==> config.mk <==
export PLATFORM = sky130hd
export DESIGN_NAME = trce_encoder
export DESIGN_NICKNAME = d
export VERILOG_FILES = /design/src/rtl/trce_pulse_gen.v /design/src/rtl/trce_encoder.v
export VERILOG_INCLUDE_DIRS = /design/src /design/src/rtl
export SDC_FILE = /design/constraint.sdc
export NUM_CORES = 1
export LEC_CHECK = 0
export BUFFER_PORTS_ARGS = -buffer_cell sky130_fd_sc_hd__buf_2
export CAP_MARGIN = 20
export CORE_MARGIN = 10
export CORE_UTILIZATION = 45
export CTS_CLUSTER_DIAMETER = 40
export DETAILED_ROUTE_END_ITERATION = 10
export GPL_ROUTABILITY_DRIVEN = 0
export PLACE_DENSITY = 0.63
export REMOVE_ABC_BUFFERS = 1
export SLEW_MARGIN = 25
export SYNTH_ARGS = -nofsm -noshare
export SYNTH_HDL_FRONTEND = slang
export SYNTH_SLANG_ARGS = --single-unit
==> constraint.sdc <==
create_clock -name clk -period 2.85 [get_ports clk]
set_clock_uncertainty 0.15 [all_clocks]
set_input_delay 0.57 -clock clk [delete_from_list [all_inputs] [get_ports clk]]
set_output_delay 0.57 -clock clk [all_outputs]
set_load 0.02 [all_outputs]
==> src/rtl/trce_consts.vh <==
`ifndef TRCE_CONSTS_VH
`define TRCE_CONSTS_VH
// digits per word
`define TRCE_DIGITS 9
// clock cycles per encoder clock period (oscillator stand-in)
`define TRCE_OSC_DIV 16
// gap counts take a data period as 8 encoder clocks; each pulse runs 5 (counts 0 to 4)
`define TRCE_PULSE_CLKS 4
`define TRCE_SHORT_HIGH 1
`define TRCE_LONG_HIGH 3
// idle gap between words, in data periods
`define TRCE_GAP_PERIODS 3
// gap after a word pair before a repeat, in data periods
`define TRCE_END_PERIODS 4
// probe settle time per phase, in encoder clocks
`define TRCE_PROBE_CLKS 2
// digit codes
`define TRCE_DIG_LOW 2'b00
`define TRCE_DIG_HIGH 2'b01
`define TRCE_DIG_OPEN 2'b10
`endif

==> src/rtl/trce_pulse_gen.v <==
`include "trce_consts.vh"
// ----------------------------------------
// one pulse: high for hiLen clocks then low
// ----------------------------------------
module trce_pulse_gen (
  // clock and reset
  input wire clk,
  input wire rst,
  // control
  input wire tick,
  input wire start,
  input wire isLong,
  // status
  output wire busy,
  output reg pulseOut
);
  reg [2:0] cnt_q;
  reg active_q;
  reg long_q;
  // start kept out of busy: the caller gates start on busy, so folding it in would loop
  assign busy = active_q;
  always @(posedge clk or posedge rst) begin
    if (rst) begin
      cnt_q <= 3'h0;
      active_q <= 1'b0;
      long_q <= 1'b0;
      pulseOut <= 1'b0;
    end else if (start) begin
      cnt_q <= 3'h0;
      active_q <= 1'b1;
      long_q <= isLong;
      pulseOut <= 1'b0;
    end else if (active_q && tick) begin
      // long pulse three clocks high, short one clock
      pulseOut <= (cnt_q < (long_q ? 3'd`TRCE_LONG_HIGH : 3'd`TRCE_SHORT_HIGH));
      if (cnt_q == 3'd`TRCE_PULSE_CLKS) begin
        active_q <= 1'b0;
        pulseOut <= 1'b0;
      end else begin
        cnt_q <= cnt_q + 3'h1;
      end
    end
  end
endmodule

==> src/rtl/trce_encoder.v <==
`include "trce_consts.vh"
module trce_encoder #(
  parameter DIGITS = `TRCE_DIGITS,
  parameter OSC_DIV = `TRCE_OSC_DIV
) (
  // clock and reset
  input wire clk,
  input wire rst,
  // send request pin, with pull-up enable out
  input wire sendRequestN,
  output wire requestPullUp,
  // digit pins as weak-drive tristate
  input wire [DIGITS-1:0] digitIn,
  output reg [DIGITS-1:0] digitOut,
  output reg [DIGITS-1:0] digitOe,
  // serial code and oscillator state
  output reg codeOut,
  output wire oscRunning
);
  localparam S_IDLE = 7'b0000001;
  localparam S_PROBH = 7'b0000010;
  localparam S_PROBL = 7'b0000100;
  localparam S_SYM1 = 7'b0001000;
  localparam S_SYM2 = 7'b0010000;
  localparam S_GAP = 7'b0100000;
  localparam S_END = 7'b1000000;

  // ----------------------------------------
  // input synchronisers
  // ----------------------------------------
  reg reqS1_q, reqS2_q;
  reg [DIGITS-1:0] digS1_q, digS2_q;
  always @(posedge clk or posedge rst) begin
    if (rst) begin
      reqS1_q <= 1'b1;
      reqS2_q <= 1'b1;
      digS1_q <= {DIGITS{1'b0}};
      digS2_q <= {DIGITS{1'b0}};
    end else begin
      reqS1_q <= sendRequestN;
      reqS2_q <= reqS1_q;
      digS1_q <= digitIn;
      digS2_q <= digS1_q;
    end
  end
  assign requestPullUp = 1'b1;

  // ----------------------------------------
  // encoder clock divider
  // ----------------------------------------
  reg [6:0] state_q;
  reg [7:0] div_q;
  wire tick = (div_q == OSC_DIV - 1);
  assign oscRunning = (state_q != S_IDLE);
  always @(posedge clk or posedge rst) begin
    if (rst) begin
      div_q <= 8'h0;
    end else if (!oscRunning || tick) begin
      div_q <= 8'h0;
    end else begin
      div_q <= div_q + 8'h1;
    end
  end

  // ----------------------------------------
  // sequencer
  // ----------------------------------------
  function [1:0] classify;
    input sawHigh;
    input sawLow;
    begin
      if (sawHigh && sawLow) begin
        classify = `TRCE_DIG_OPEN;
      end else if (sawHigh) begin
        classify = `TRCE_DIG_HIGH;
      end else begin
        classify = `TRCE_DIG_LOW;
      end
    end
  endfunction

  reg [3:0] digIdx_q;
  reg [3:0] wait_q;
  reg [5:0] gapCnt_q;
  reg secondWord_q;
  reg highSeen_q;
  reg [1:0] digit_q;
  reg pulseStart;
  reg pulseLong;
  wire pulseBusy;
  wire pulseOut;
  localparam integer GAP_TICKS = `TRCE_GAP_PERIODS * 8;
  localparam integer END_TICKS = `TRCE_END_PERIODS * 8;
  wire [5:0] gapLen = secondWord_q ? END_TICKS[5:0] : GAP_TICKS[5:0];

  trce_pulse_gen u_pulse (
    .clk(clk),
    .rst(rst),
    .tick(tick),
    .start(pulseStart),
    .isLong(pulseLong),
    .busy(pulseBusy),
    .pulseOut(pulseOut)
  );

  always @* begin
    pulseStart = 1'b0;
    pulseLong = 1'b0;
    if (state_q == S_PROBL && tick && wait_q == `TRCE_PROBE_CLKS) begin
      pulseStart = 1'b1;
      pulseLong = (classify(highSeen_q, ~digS2_q[digIdx_q]) != `TRCE_DIG_LOW);
    end else if (state_q == S_SYM1 && !pulseBusy) begin
      // second pulse long only for high
      pulseStart = 1'b1;
      pulseLong = (digit_q == `TRCE_DIG_HIGH);
    end
  end

  always @(posedge clk or posedge rst) begin
    if (rst) begin
      state_q <= S_IDLE;
      digIdx_q <= 4'h0;
      wait_q <= 4'h0;
      gapCnt_q <= 6'h0;
      secondWord_q <= 1'b0;
      highSeen_q <= 1'b0;
      digit_q <= `TRCE_DIG_LOW;
      digitOut <= {DIGITS{1'b0}};
      digitOe <= {DIGITS{1'b0}};
      codeOut <= 1'b0;
    end else begin
      codeOut <= pulseOut;
      case (state_q)
        S_IDLE: begin
          digitOe <= {DIGITS{1'b0}};
          if (!reqS2_q) begin
            state_q <= S_PROBH;
            digIdx_q <= 4'h0;
            secondWord_q <= 1'b0;
            wait_q <= 4'h0;
          end
        end
        S_PROBH: begin
          digitOe <= {{(DIGITS-1){1'b0}}, 1'b1} << digIdx_q;
          digitOut <= {DIGITS{1'b1}};
          if (tick) begin
            if (wait_q == `TRCE_PROBE_CLKS) begin
              highSeen_q <= digS2_q[digIdx_q];
              wait_q <= 4'h0;
              state_q <= S_PROBL;
            end else begin
              wait_q <= wait_q + 4'h1;
            end
          end
        end
        S_PROBL: begin
          digitOut <= {DIGITS{1'b0}};
          if (tick) begin
            if (wait_q == `TRCE_PROBE_CLKS) begin
              digit_q <= classify(highSeen_q, ~digS2_q[digIdx_q]);
              digitOe <= {DIGITS{1'b0}};
              wait_q <= 4'h0;
              state_q <= S_SYM1;
            end else begin
              wait_q <= wait_q + 4'h1;
            end
          end
        end
        S_SYM1: begin
          if (!pulseBusy) begin
            state_q <= S_SYM2;
          end
        end
        S_SYM2: begin
          if (!pulseBusy) begin
            if (digIdx_q == DIGITS - 1) begin
              digIdx_q <= 4'h0;
              gapCnt_q <= 6'h0;
              state_q <= S_GAP;
            end else begin
              digIdx_q <= digIdx_q + 4'h1;
              state_q <= S_PROBH;
            end
          end
        end
        S_GAP: begin
          if (tick) begin
            if (gapCnt_q == gapLen - 6'h1) begin
              state_q <= secondWord_q ? S_END : S_PROBH;
              secondWord_q <= ~secondWord_q;
            end else begin
              gapCnt_q <= gapCnt_q + 6'h1;
            end
          end
        end
        S_END: begin
          state_q <= reqS2_q ? S_IDLE : S_PROBH;
        end
        default: begin
          state_q <= S_IDLE;
        end
      endcase
    end
  end
endmodule

---- After elaboration in Yosys (flattened, before gate mapping) ----
Index checks and enable logic that the tools add are counted.
cells by class
  $add $sub $neg .......................... 6
  order comparisons ....................... 2
  equal/unequal tests ..................... 27
  shifts and indexed selects .............. 1
  muxes and demuxes ....................... 54
  bitwise gates (word level) .............. 2
  reduce and logical (&&, ||, !) cells .... 28
operators with widths
  kind                 number
  $mux 7               10
  $pmux 7 s7           1
  $mux 6               6
  $pmux 9 s3           1
  $ne 2x2->1 const B   11
  $mux 4               5
  $mux 9               2
  $pmux 9 s2           1
  $pmux 4 s2           2
  $reduce_bool 2->1    8
  $mux 1               15
  $reduce_and 3->1     5
  $pmux 6 s2           1
  $mux 3               3
  $reduce_and 9->1     1
  $shl 1x4->9 const A  1
  $add 4x1->4 const B  2
  $add 8x1->8 const B  1
  $eq 8x4->1 const B   1
  $mux 2               4
  $mux 8               1
  $eq 7x1->1 const B   1
  $eq 7x2->1 const B   1
  $eq 7x3->1 const B   1
  27 further kinds     35
storage, ports and cells
  bits in registers ....................... 78
  output and inout port bits .............. 21

---- Logic depth before layout (Yosys ltp) ----
Gate-level depths: netlist of the first run.
  depth in word-level cells ............... 8
  mapped depth ............................ 8
  mapped depth without buffers ............ 7

---- By module ----
From an unflattened synthesis of the first run, not the netlist that was laid out.
unflattened totals
  cells, all modules ...................... 301
  area, all modules ....................... 3275.6 um2
by module, submodules not included
  module          instances  cells an instance  area each (um2)  sequential area each (um2)
  trce_encoder    1          268                2946.6           1605.3
  trce_pulse_gen  1          33                 329.1            150.1

---- Least setup slack after synthesis of the first run ----
OpenSTA, ideal clock, no wires.
  path kind ............................... register -> register
  start point ............................. register state_q[4]
  end point ............................... register digIdx_q[3]
  data arrival time ....................... 1927 ps
  data required time ...................... 2566 ps
  slack ................................... 640 ps
  stages on the path, launching flop included .. 8
  clock period less this slack ............ 2210 ps
  cell sequence ........................... dfrtp_1 -> buf_6 -> or4_4 -> nor3_4 -> inv_2 -> o32a_1 -> o21ai_0 -> o41ai_2
between the ends
  cells in the longest elaborated chain, start to end .. 3
  elaborated cells between the ends (all ways) .. 7
  those cells by class .................... eq/ne: 4; mux: 1; reduce/logical: 2
RTL lines
  item                                                              RTL line            source
  start: declaration                                                trce_encoder.v:51   reg [6:0] state_q;
  start signal: assignment                                          trce_encoder.v:189  state_q <= secondWord_q ? S_END : S_PROBH;
  start signal: assignment                                          trce_encoder.v:197  state_q <= reqS2_q ? S_IDLE : S_PROBH;
  $eq 7x5->1 or $eq 7x1->1 (tied branches)                          trce_encoder.v:133  case (state_q)
  $ne 2x2->1 (no source line) or $reduce_bool 2->1 (tied branches)  --
  $reduce_and 3->1 (no source line)                                 --
  end signal: assignment                                            trce_encoder.v:181  digIdx_q <= digIdx_q + 4'h1;
  end: declaration                                                  trce_encoder.v:82   reg [3:0] digIdx_q;
Several ways; a longest one is shown, not always the timed one.
A chain may end at the register's enable or synchronous reset.

---- Worst setup path after layout of the first run ----
  start point ............................. register state_q[3]
  end point ............................... output port oscRunning
between the ends
  cells in the longest elaborated chain, start to end .. 1
RTL lines
  item              RTL line           source
  $ne 7x1->1        trce_encoder.v:54  assign oscRunning = (state_q != S_IDLE);
  end: declaration  trce_encoder.v:18  output wire oscRunning
Every way passes these cells.

==> flow_summary.ini, run 1 <==
[outcome]
run_status = complete, no violations

[routing]
drt_iter0_drc = 97
drc_errors = 0
dr.pass1.iters = 4
wl_per_cell_um = 15.2
via_per_inst = 5.27
ant_nets = 0
vias = 2334
routed_wirelength_mm = 6.72

[synth]
synth_compound_area_frac = 0.149
yosysMostFrequentCell = dfrtp_1
ys_top_cells_by_area = dfrtp_1 49%, ha_1 4.7%, nand2_1 3.0%
synth.top_cell.area_share = 0.490
synth-edff-count = 0
syn_area_mm2 = 0.00342
ys_ff_latch = 70
netlist_top_cells_count = 67 x dfrtp_1, 27 x nand2_1, 21 x nor2_1
synth_fa_ha_area_frac = 0.0475
synth_ff_type = dfrtp_1
yosysWarnings = 0
synth_largest_area_cell = dfrtp_1
ys_seq_area_frac = 0.513
synth_xor_area_frac = 0.0358
async_flop_share = 1.00
muxShareOfSynthArea = 0.0216
synth_top_family_by_area = simple AND/OR/NAND/NOR gates
yosys.area_share.simple = 0.182
synth_cell_types = 62
syn_inst = 312
syn_area_per_cell_um2 = 11.0

[timing]
finalSetupTns_ns = 0
final.setup.worst_slack_ns = 0.152
hold_viol_final = 0
slew_headroom = 0.641
worst_pin_slew_ns = 0.537
timing.fmax_mhz = 371
fin_crit_sh = 0.947
finalCriticalPeriod_ns = 2.70
setup_violations = 0
slew_violations = 0
rsz0062_at_grt = false
hold_ws_ns = 0.141

[die]
fp.dieW_um = 107
core_area_mm2 = 0.00733
rows = 31
initial_core_util = 0.467
pin_count = 33
die-area_mm2 = 0.0115
dieHeight_um = 107

[clock_tree]
cts_root_buf = clkbuf_8
post_cts_buffers = 0
cts_tree = yes
insertion_delay_ns = 0.35
numCtsBuffers = 9
cts.clk_slew.worst_paths_ns = 0.08
ctsHoldBuffers = 0
ctsResizeCount = 0
cts_sinks = 70
cts_max_level = 3
cts.path.max_buffers = 2

[worst_setup_path]
worstSetupStartpointType = register
slowest_delay_ns = 0.59
r2r_start = state_q[3]
cp_cell_sequence = or4_4, nor3_4, inv_2, buf_2
crit_family = simple AND/OR/NAND/NOR gates
critical_path_class = register to output port
crit_start = state_q[3]
crit_arrival_ns = 1.98
crit_buf_inv = 2
cp_max_fo = 9
slowest_stage = or4_4
end_kind = output port
cp.required_ns = 2.13

[worst_hold_path]
min_path_type = input pin to async pin

[finish]
nets = 364
final_util = 0.527
layout-drive-gt1-share = 0.218
diodes = 0
layout-area-overhead-vs-synth_pct = 12.8

[placed_design]
place_hpwl_mm = 4.78
dp_slack_ns = 0.474
portBuffers = 31

[global_routing]
grt_pass1_wl_mm = 11.5
grt_antenna_before_repair = 0
grt-ovfl-total = 0
grt_usage = 0.124
grt_pass1_vias = 2371
grt_max_degree = 71

[power]
leakage_nw = 1.80
ir_drop_mv = 0.373
p_per_area_mw_per_mm2 = 703
total_power_mw = 2.71

[run]
drv_cap = 0
-- metal layers --
| metal | part of all wire | routed length (um) | track usage |
|---|---|---|---|
| met3 | 0.054 | 363 | 0.0455 |
| met4 | 0.016 | 106 | 0.0493 |
| met5 | 0 | 0 | 0 |
| met2 | 0.47 | 3140 | 0.194 |
| met1 | 0.46 | 3110 | 0.152 |
-- worst paths after layout --
| check | end | slack (ns) | cells past startpoint |
|---|---|---|---|
| setup / recovery | oscRunning | 0.15 | 4 |
| hold / removal | digS2_q[4] | 0.14 | 3 |
| setup reg to reg | digIdx_q[3] | 0.47 | 6 |
| hold reg to reg | digS2_q[7] | 0.19 | 0 |
| max in group asynchronous | state_q[0] | 2.08 | 3 |
| min in group clk | reqS1_q | 0.17 | 1 |
-- power by group --
part	leakage [nW]	internal, mW	switching (mW)	total (mW)
Clock	0.118	0.585	0.373	0.958
Sequential	0.918	1.06	0.0836	1.14
Combinational	0.761	0.220	0.393	0.612
-- cell families after synthesis --
| kind of cell | count (synthesis) |
|---|---|
| and+or+nand+nor | 110 |
| other | 1 |
| adders and majority gates | 13 |
| buffers and inverters | 31 |
| muxes | 6 |
| DFF | 70 |
| xor gates and xnor gates | 14 |
| AOI/OAI and AO/OA | 67 |
-- cell usage in the layout (no fill, tap or decap), types with 4 or more instances in the layout --
cell type / synthesis / final
dfrtp_1: 67 / 67
buf_2: 3 / 31
nand2_1: 27 / 27
nor2_1: 21 / 21
o21ai_0: 18 / 18
ha_1: 13 / 13
nor3_1: 10 / 10
a22o_1: 10 / 10
nand3_1: 9 / 9
inv_1: 10 / 9
clkbuf_8: 0 / 9
xor2_1: 8 / 8
a21oi_1: 8 / 8
xnor2_1: 6 / 6
and2_1: 5 / 5
a21o_1: 5 / 5
and3_1: 4 / 4
nor4_2: 4 / 4
nand3b_1: 4 / 4
o31ai_1: 4 / 4
nand4_1: 4 / 4
mux2i_1: 4 / 4
buf_4: 10 / 4
-- state kept, by name, summed over array words and instances (netlist names), 3 cells and up --
register and cells:
digS1_q 9, digS2_q 9, digitOe 9, div_q 8
state_q 7, gapCnt_q 6, digIdx_q 4, wait_q 4
u_pulse.cnt_q 3
-- worst min-delay path, stage by stage --
cell and delay [ns]:
buf_2 0.10, inv_2 0.06, buf_12 0.32
-- stage by stage --
stage	instance area, um^2	std cells
3_5_place_dp	3620	427
2_1_floorplan	3290	292
6_report	3860	443
4_1_cts	3860	443
3_3_place_gp	3620	427
5_1_grt	3860	443
-- cell type report --
class / count / area, um^2
multi-input combinational: 211 / 1500
timing repair buffer: 36 / 205
tap: 99 / 124
sequential: 70 / 1760
clock buffer: 11 / 131
fill: 643 / 3470
inverter: 11 / 41.3
clock inverter: 5 / 108
Note: power is estimated with default switching activity, not from simulation.
==> inputs of run 2 (changes only) <==
CELL_PAD_IN_SITES_DETAIL_PLACEMENT = 0   (was unset)
CELL_PAD_IN_SITES_GLOBAL_PLACEMENT = 1   (was unset)
GPL_TIMING_DRIVEN = 0   (was unset)
PLACE_DENSITY = 0.76   (was 0.63)
==> flow_summary.ini, run 2 (synthesized netlist as in run 1, its figures left out) <==
[clock_tree]
insertion_delay_ns = 0.35
cts_sinks = 70
cts_max_level = 3
cts.path.max_buffers = 2
cts.clk_slew.worst_paths_ns = 0.08
ctsResizeCount = 0
cts_tree = yes
cts_root_buf = clkbuf_8
numCtsBuffers = 9

[routing]
via_per_inst = 5.42
highest_layer = met4
drc_errors = 0
routed_wirelength_mm = 6.56
wl_met3_um = 272
wl_per_cell_um = 14.9
drt_iter0_drc = 96
ant_nets = 0
wl_met2_mm = 3.12
vias = 2390
wl_met1_mm = 3.09
dr.pass1.iters = 4

[finish]
layout-drive-gt1-share = 0.219
final_util = 0.518
layout-area-overhead-vs-synth_pct = 11.0
mostFrequentLayoutCell = dfrtp_1
reg.largest.list = digS1_q: 9 flops, digS2_q: 9 flops, digitOe: 9 flops
diodes = 0
final_area_mm2 = 0.00380
nets = 362
final_cell_mix = 67 x dfrtp_1, 31 x buf_2, 27 x nand2_1, 21 x nor2_1, 18 x o21ai_0

[die]
pin_count = 33
rows = 31
fp.dieW_um = 107
initial_core_util = 0.467
core_area_mm2 = 0.00733
die-area_mm2 = 0.0115
dieHeight_um = 107

[run]
drv_cap = 0

[worst_setup_path]
endpoint = oscRunning
crit_family = simple AND/OR/NAND/NOR gates
critical_path_class = register to output port
slowest_delay_ns = 0.60
cp.required_ns = 2.13
timing.rr.end = digitOe[8]
worstSetupStartpointType = register
crit_buf_inv = 2
r2r_start = div_q[6]
cp_max_fo = 9
reg2reg_slack_ns = 0.36
crit_cells = 4
slowest_stage = or4_4
ff2ff_path_depth = 5
crit_arrival_ns = 2.03
cp_cell_sequence = or4_4, nor3_4, inv_2, buf_2
crit_start = state_q[3]
end_kind = output port

[worst_hold_path]
min_path_type = input pin to async pin

[timing]
finalCriticalPeriod_ns = 2.75
hold_ws_ns = 0.0245
rsz0062_at_grt = false
final.setup.worst_slack_ns = 0.104
setup_violations = 0
fin_crit_sh = 0.963
slew_headroom = 0.535
worst_pin_slew_ns = 0.693
slew_violations = 0
hold_viol_final = 0
timing.fmax_mhz = 364

[global_routing]
grt_antenna_before_repair = 0
grt_pass1_vias = 2359
grt_usage = 0.122
grt_pass1_wl_mm = 11.4
grt-ovfl-total = 0
grt_max_degree = 50

[placed_design]
post_dp_cell_area_mm2 = 0.00360
portBuffers = 31
dp_slack_ns = 0.349
place_hpwl_mm = 4.82

[power]
ir_drop_mv = 0.364
p_per_area_mw_per_mm2 = 656
total_power_mw = 2.49
leakage_nw = 1.75

[outcome]
run_status = complete, no violations
## run 2: changes by cell type in the layout (fill, tap and decap cells not counted), sizes merged
cell	change
clkbuf	-2
bufinv	-3
clkinv	-1
buf	-2
clkinvlp	+4
inv	+2
## run 2: worst reg2reg max path, stage by stage (launching register included)
cell	delay (ns)
dfrtp_1	0.42
nor4_2	0.46
nand2_2	0.24
nor4_2	0.50
nor2_1	0.27
a2bb2o_1	0.33
## run 2: power breakdown
| group | switching, mW | internal [mW] | total, mW |
|---|---|---|---|
| Combinational | 0.398 | 0.222 | 0.620 |
| Clock | 0.408 | 0.325 | 0.734 |
| Sequential | 0.0778 | 1.06 | 1.14 |
| Total | 0.884 | 1.61 | 2.49 |
## run 2: worst min-delay path by stage
stage / from / to / slack (ns) / depth (start not counted)
6_report: rst / div_q[5] / 0.02 / 2
3_5_place_dp: digS1_q[6] / digS2_q[6] / 0.19 / 0
4_1_cts: rst / div_q[5] / 0.02 / 2
3_3_place_gp: digS1_q[3] / digS2_q[3] / 0.18 / 0
5_1_grt: rst / div_q[5] / 0.03 / 2
2_1_floorplan: digS1_q[0] / digS2_q[0] / 0.18 / 0
## run 2: repair_timing
action / in CTS / in global routing
hold endpoints to repair: 0 / 0
hold buffers: 0 / 0
buffers inserted: 0 / 2
endpoints found under the setup margin: 0 / 1
## run 2: final cells by class
type / count / area (um^2)
Clock buffer: 9 / 124
Clock inverter: 7 / 58.8
Fill cell: 689 / 3530
Inverter: 11 / 43.8
Multi-Input combinational cell: 211 / 1500
Sequential cell: 70 / 1760
Tap cell: 99 / 124
Timing Repair Buffer: 34 / 198
## run 2: layer usage
layer	vias to the layer above	GRT usage
li1	1160	-
met4	0	0.0493
met2	37	0.191
met1	1186	0.155
met5	-	0
met3	7	0.0371
## run 2: stage by stage
step / instances / setup TNS (ns)
floorplan: 292 / 0
global placement: 422 / -32.07
detailed placement: 423 / 0
CTS: 439 / 0
global route: 441 / 0
finish: 441 / 0
==> inputs of run 3 (changes only) <==
CORE_UTILIZATION = 47   (was 45)
PLACE_DENSITY = 0.79   (was 0.76)
clock period = 2.86 ns   (was 2.85 ns; I/O delays follow)
==> flow_summary.ini, run 3 (synthesized netlist as in run 1, its figures left out) <==
[outcome]
run_status = complete, no violations

[clock_tree]
cts.clk_slew.worst_paths_ns = 0.08
cts_tree = yes
ctsResizeCount = 0
ctsHoldBuffers = 0
cts.path.max_buffers = 2
cts_sinks = 70
numCtsBuffers = 9
insertion_delay_ns = 0.36
cts_max_level = 3
cts_root_buf = clkbuf_8

[die]
pin_count = 33
die-area_mm2 = 0.0111
fp.dieW_um = 105
dieHeight_um = 105
core_area_mm2 = 0.00718
initial_core_util = 0.477
rows = 31

[worst_setup_path]
crit_cells = 4
crit_buf_inv = 2
slowest_stage = or4_4
end_kind = output port
worstSetupStartpointType = register
ff2ff_path_depth = 5
cp.required_ns = 2.14
crit_family = simple AND/OR/NAND/NOR gates
slowest_delay_ns = 0.59
cp_cell_sequence = or4_4, nor3_4, inv_2, buf_2
critical_path_class = register to output port
cp_max_fo = 9
crit_arrival_ns = 2.04

[power]
p_per_area_mw_per_mm2 = 671
p_sw_mw = 0.879
internal_power_mw = 1.68
clockPowerShare = 0.320
pwr-share-comb = 0.236
p_seq_frac = 0.444
ir_drop_mv = 0.466
p_sw_frac = 0.343
leakage_nw = 1.77

[global_routing]
grt_pass1_wl_mm = 11.3
grt_max_degree = 49
grt_pass1_vias = 2322
grt_antenna_before_repair = 0
grt_usage = 0.124
grt-ovfl-total = 0

[routing]
dr.pass1.iters = 6
ant_nets = 0
drt_iter0_drc = 111
drc_errors = 0
routed_wirelength_mm = 6.44
via_per_inst = 5.36
vias = 2360
wl_per_cell_um = 14.6

[run]
drv_cap = 0

[timing]
fin_crit_sh = 0.967
timing.fmax_mhz = 362
slew_headroom = 0.535
setup_violations = 0
slew_violations = 0
finalCriticalPeriod_ns = 2.77
hold_ws_ns = 0.0231
rsz0062_at_grt = false
hold_viol_final = 0
worst_pin_slew_ns = 0.692

[worst_hold_path]
min_path_type = input pin to async pin

[finish]
reg.largest.list = digS1_q: 9 flops, digS2_q: 9 flops, digitOe: 9 flops
nets = 361
layout-drive-gt1-share = 0.217
fillers = 634
layout-area-overhead-vs-synth_pct = 11.4
mostFrequentLayoutCell = dfrtp_1
final_util = 0.532
final_cell_mix = 67 x dfrtp_1, 31 x buf_2, 27 x nand2_1, 21 x nor2_1, 18 x o21ai_0
diodes = 0

[placed_design]
place_hpwl_mm = 4.80
portBuffers = 31
[run 3: cell types whose count changed in the layout (fill, tap and decap cells not counted)]
cell	change
buf_4	-1
inv_8	-1
inv_6	+1
clkinvlp_4	-3
clkinv_4	+2
bufinv_16	+1
[run 3: worst reg2reg max path: stages, from the launching register on]
cell and delay, ns:
dfrtp_1 0.42, nor4_2 0.46, nand2_2 0.24, nor4_2 0.48, nor2_1 0.25, a2bb2o_1 0.32
[run 3: power groups by stage]
stage	clock network (mW)	logic, mW	registers, mW
2_1_floorplan	0	0.339	1.23
3_3_place_gp	0	0.592	1.15
3_5_place_dp	0	0.606	1.16
4_1_cts	0.848	0.608	1.14
5_1_grt	0.888	0.673	1.15
6_report	0.820	0.604	1.14
[run 3: metrics by stage]
stage	area (um^2)	total power, mW	setup WS, ns	cells	TNS [ns]
after floorplan	3290	1.57	0.375	292	0
after global placement	3570	1.75	-0.458	422	-30.33
after detailed placement	3600	1.76	0.421	423	0
after CTS	3810	2.59	0.0663	439	0
after global routing	3810	2.71	0.00528	440	0
final	3810	2.56	0.0943	440	0
[run 3: final timing paths]
path | from | endpoint | slack (ns)
worst max-delay path | state_q[3] | oscRunning | 0.09
worst min-delay path | rst | div_q[5] | 0.02
worst max register to register | div_q[6] | digitOe[8] | 0.42
worst min register to register | digS1_q[6] | digS2_q[6] | 0.20
max in group asynchronous | rst | digit_q[1] | 2.01
min in group clk | sendRequestN | reqS1_q | 0.16
[run 3: timing repair]
item,CTS,global route
endpoints found under the setup margin,0,1
hold endpoints to repair,0,0
buffers inserted,0,1
[run 3: area by class of cell]
class | instances | area [um^2] | share of cell area
clock buffer | 9 | 124 | 0.0325
clock inverter | 7 | 81.3 | 0.0213
inverter | 11 | 43.8 | 0.0115
multi-input combinational | 211 | 1500 | 0.392
sequential | 70 | 1760 | 0.460
tap | 99 | 124 | 0.0325
timing repair buffer | 33 | 190 | 0.0499
[run 3: per-layer routing]
metal	vias up	global-route usage	wire length, um
li1	1159	-	-
met1	1150	0.153	2880
met2	39	0.193	3110
met3	12	0.0335	265
met4	0	0.0725	180
met5	-	0	0
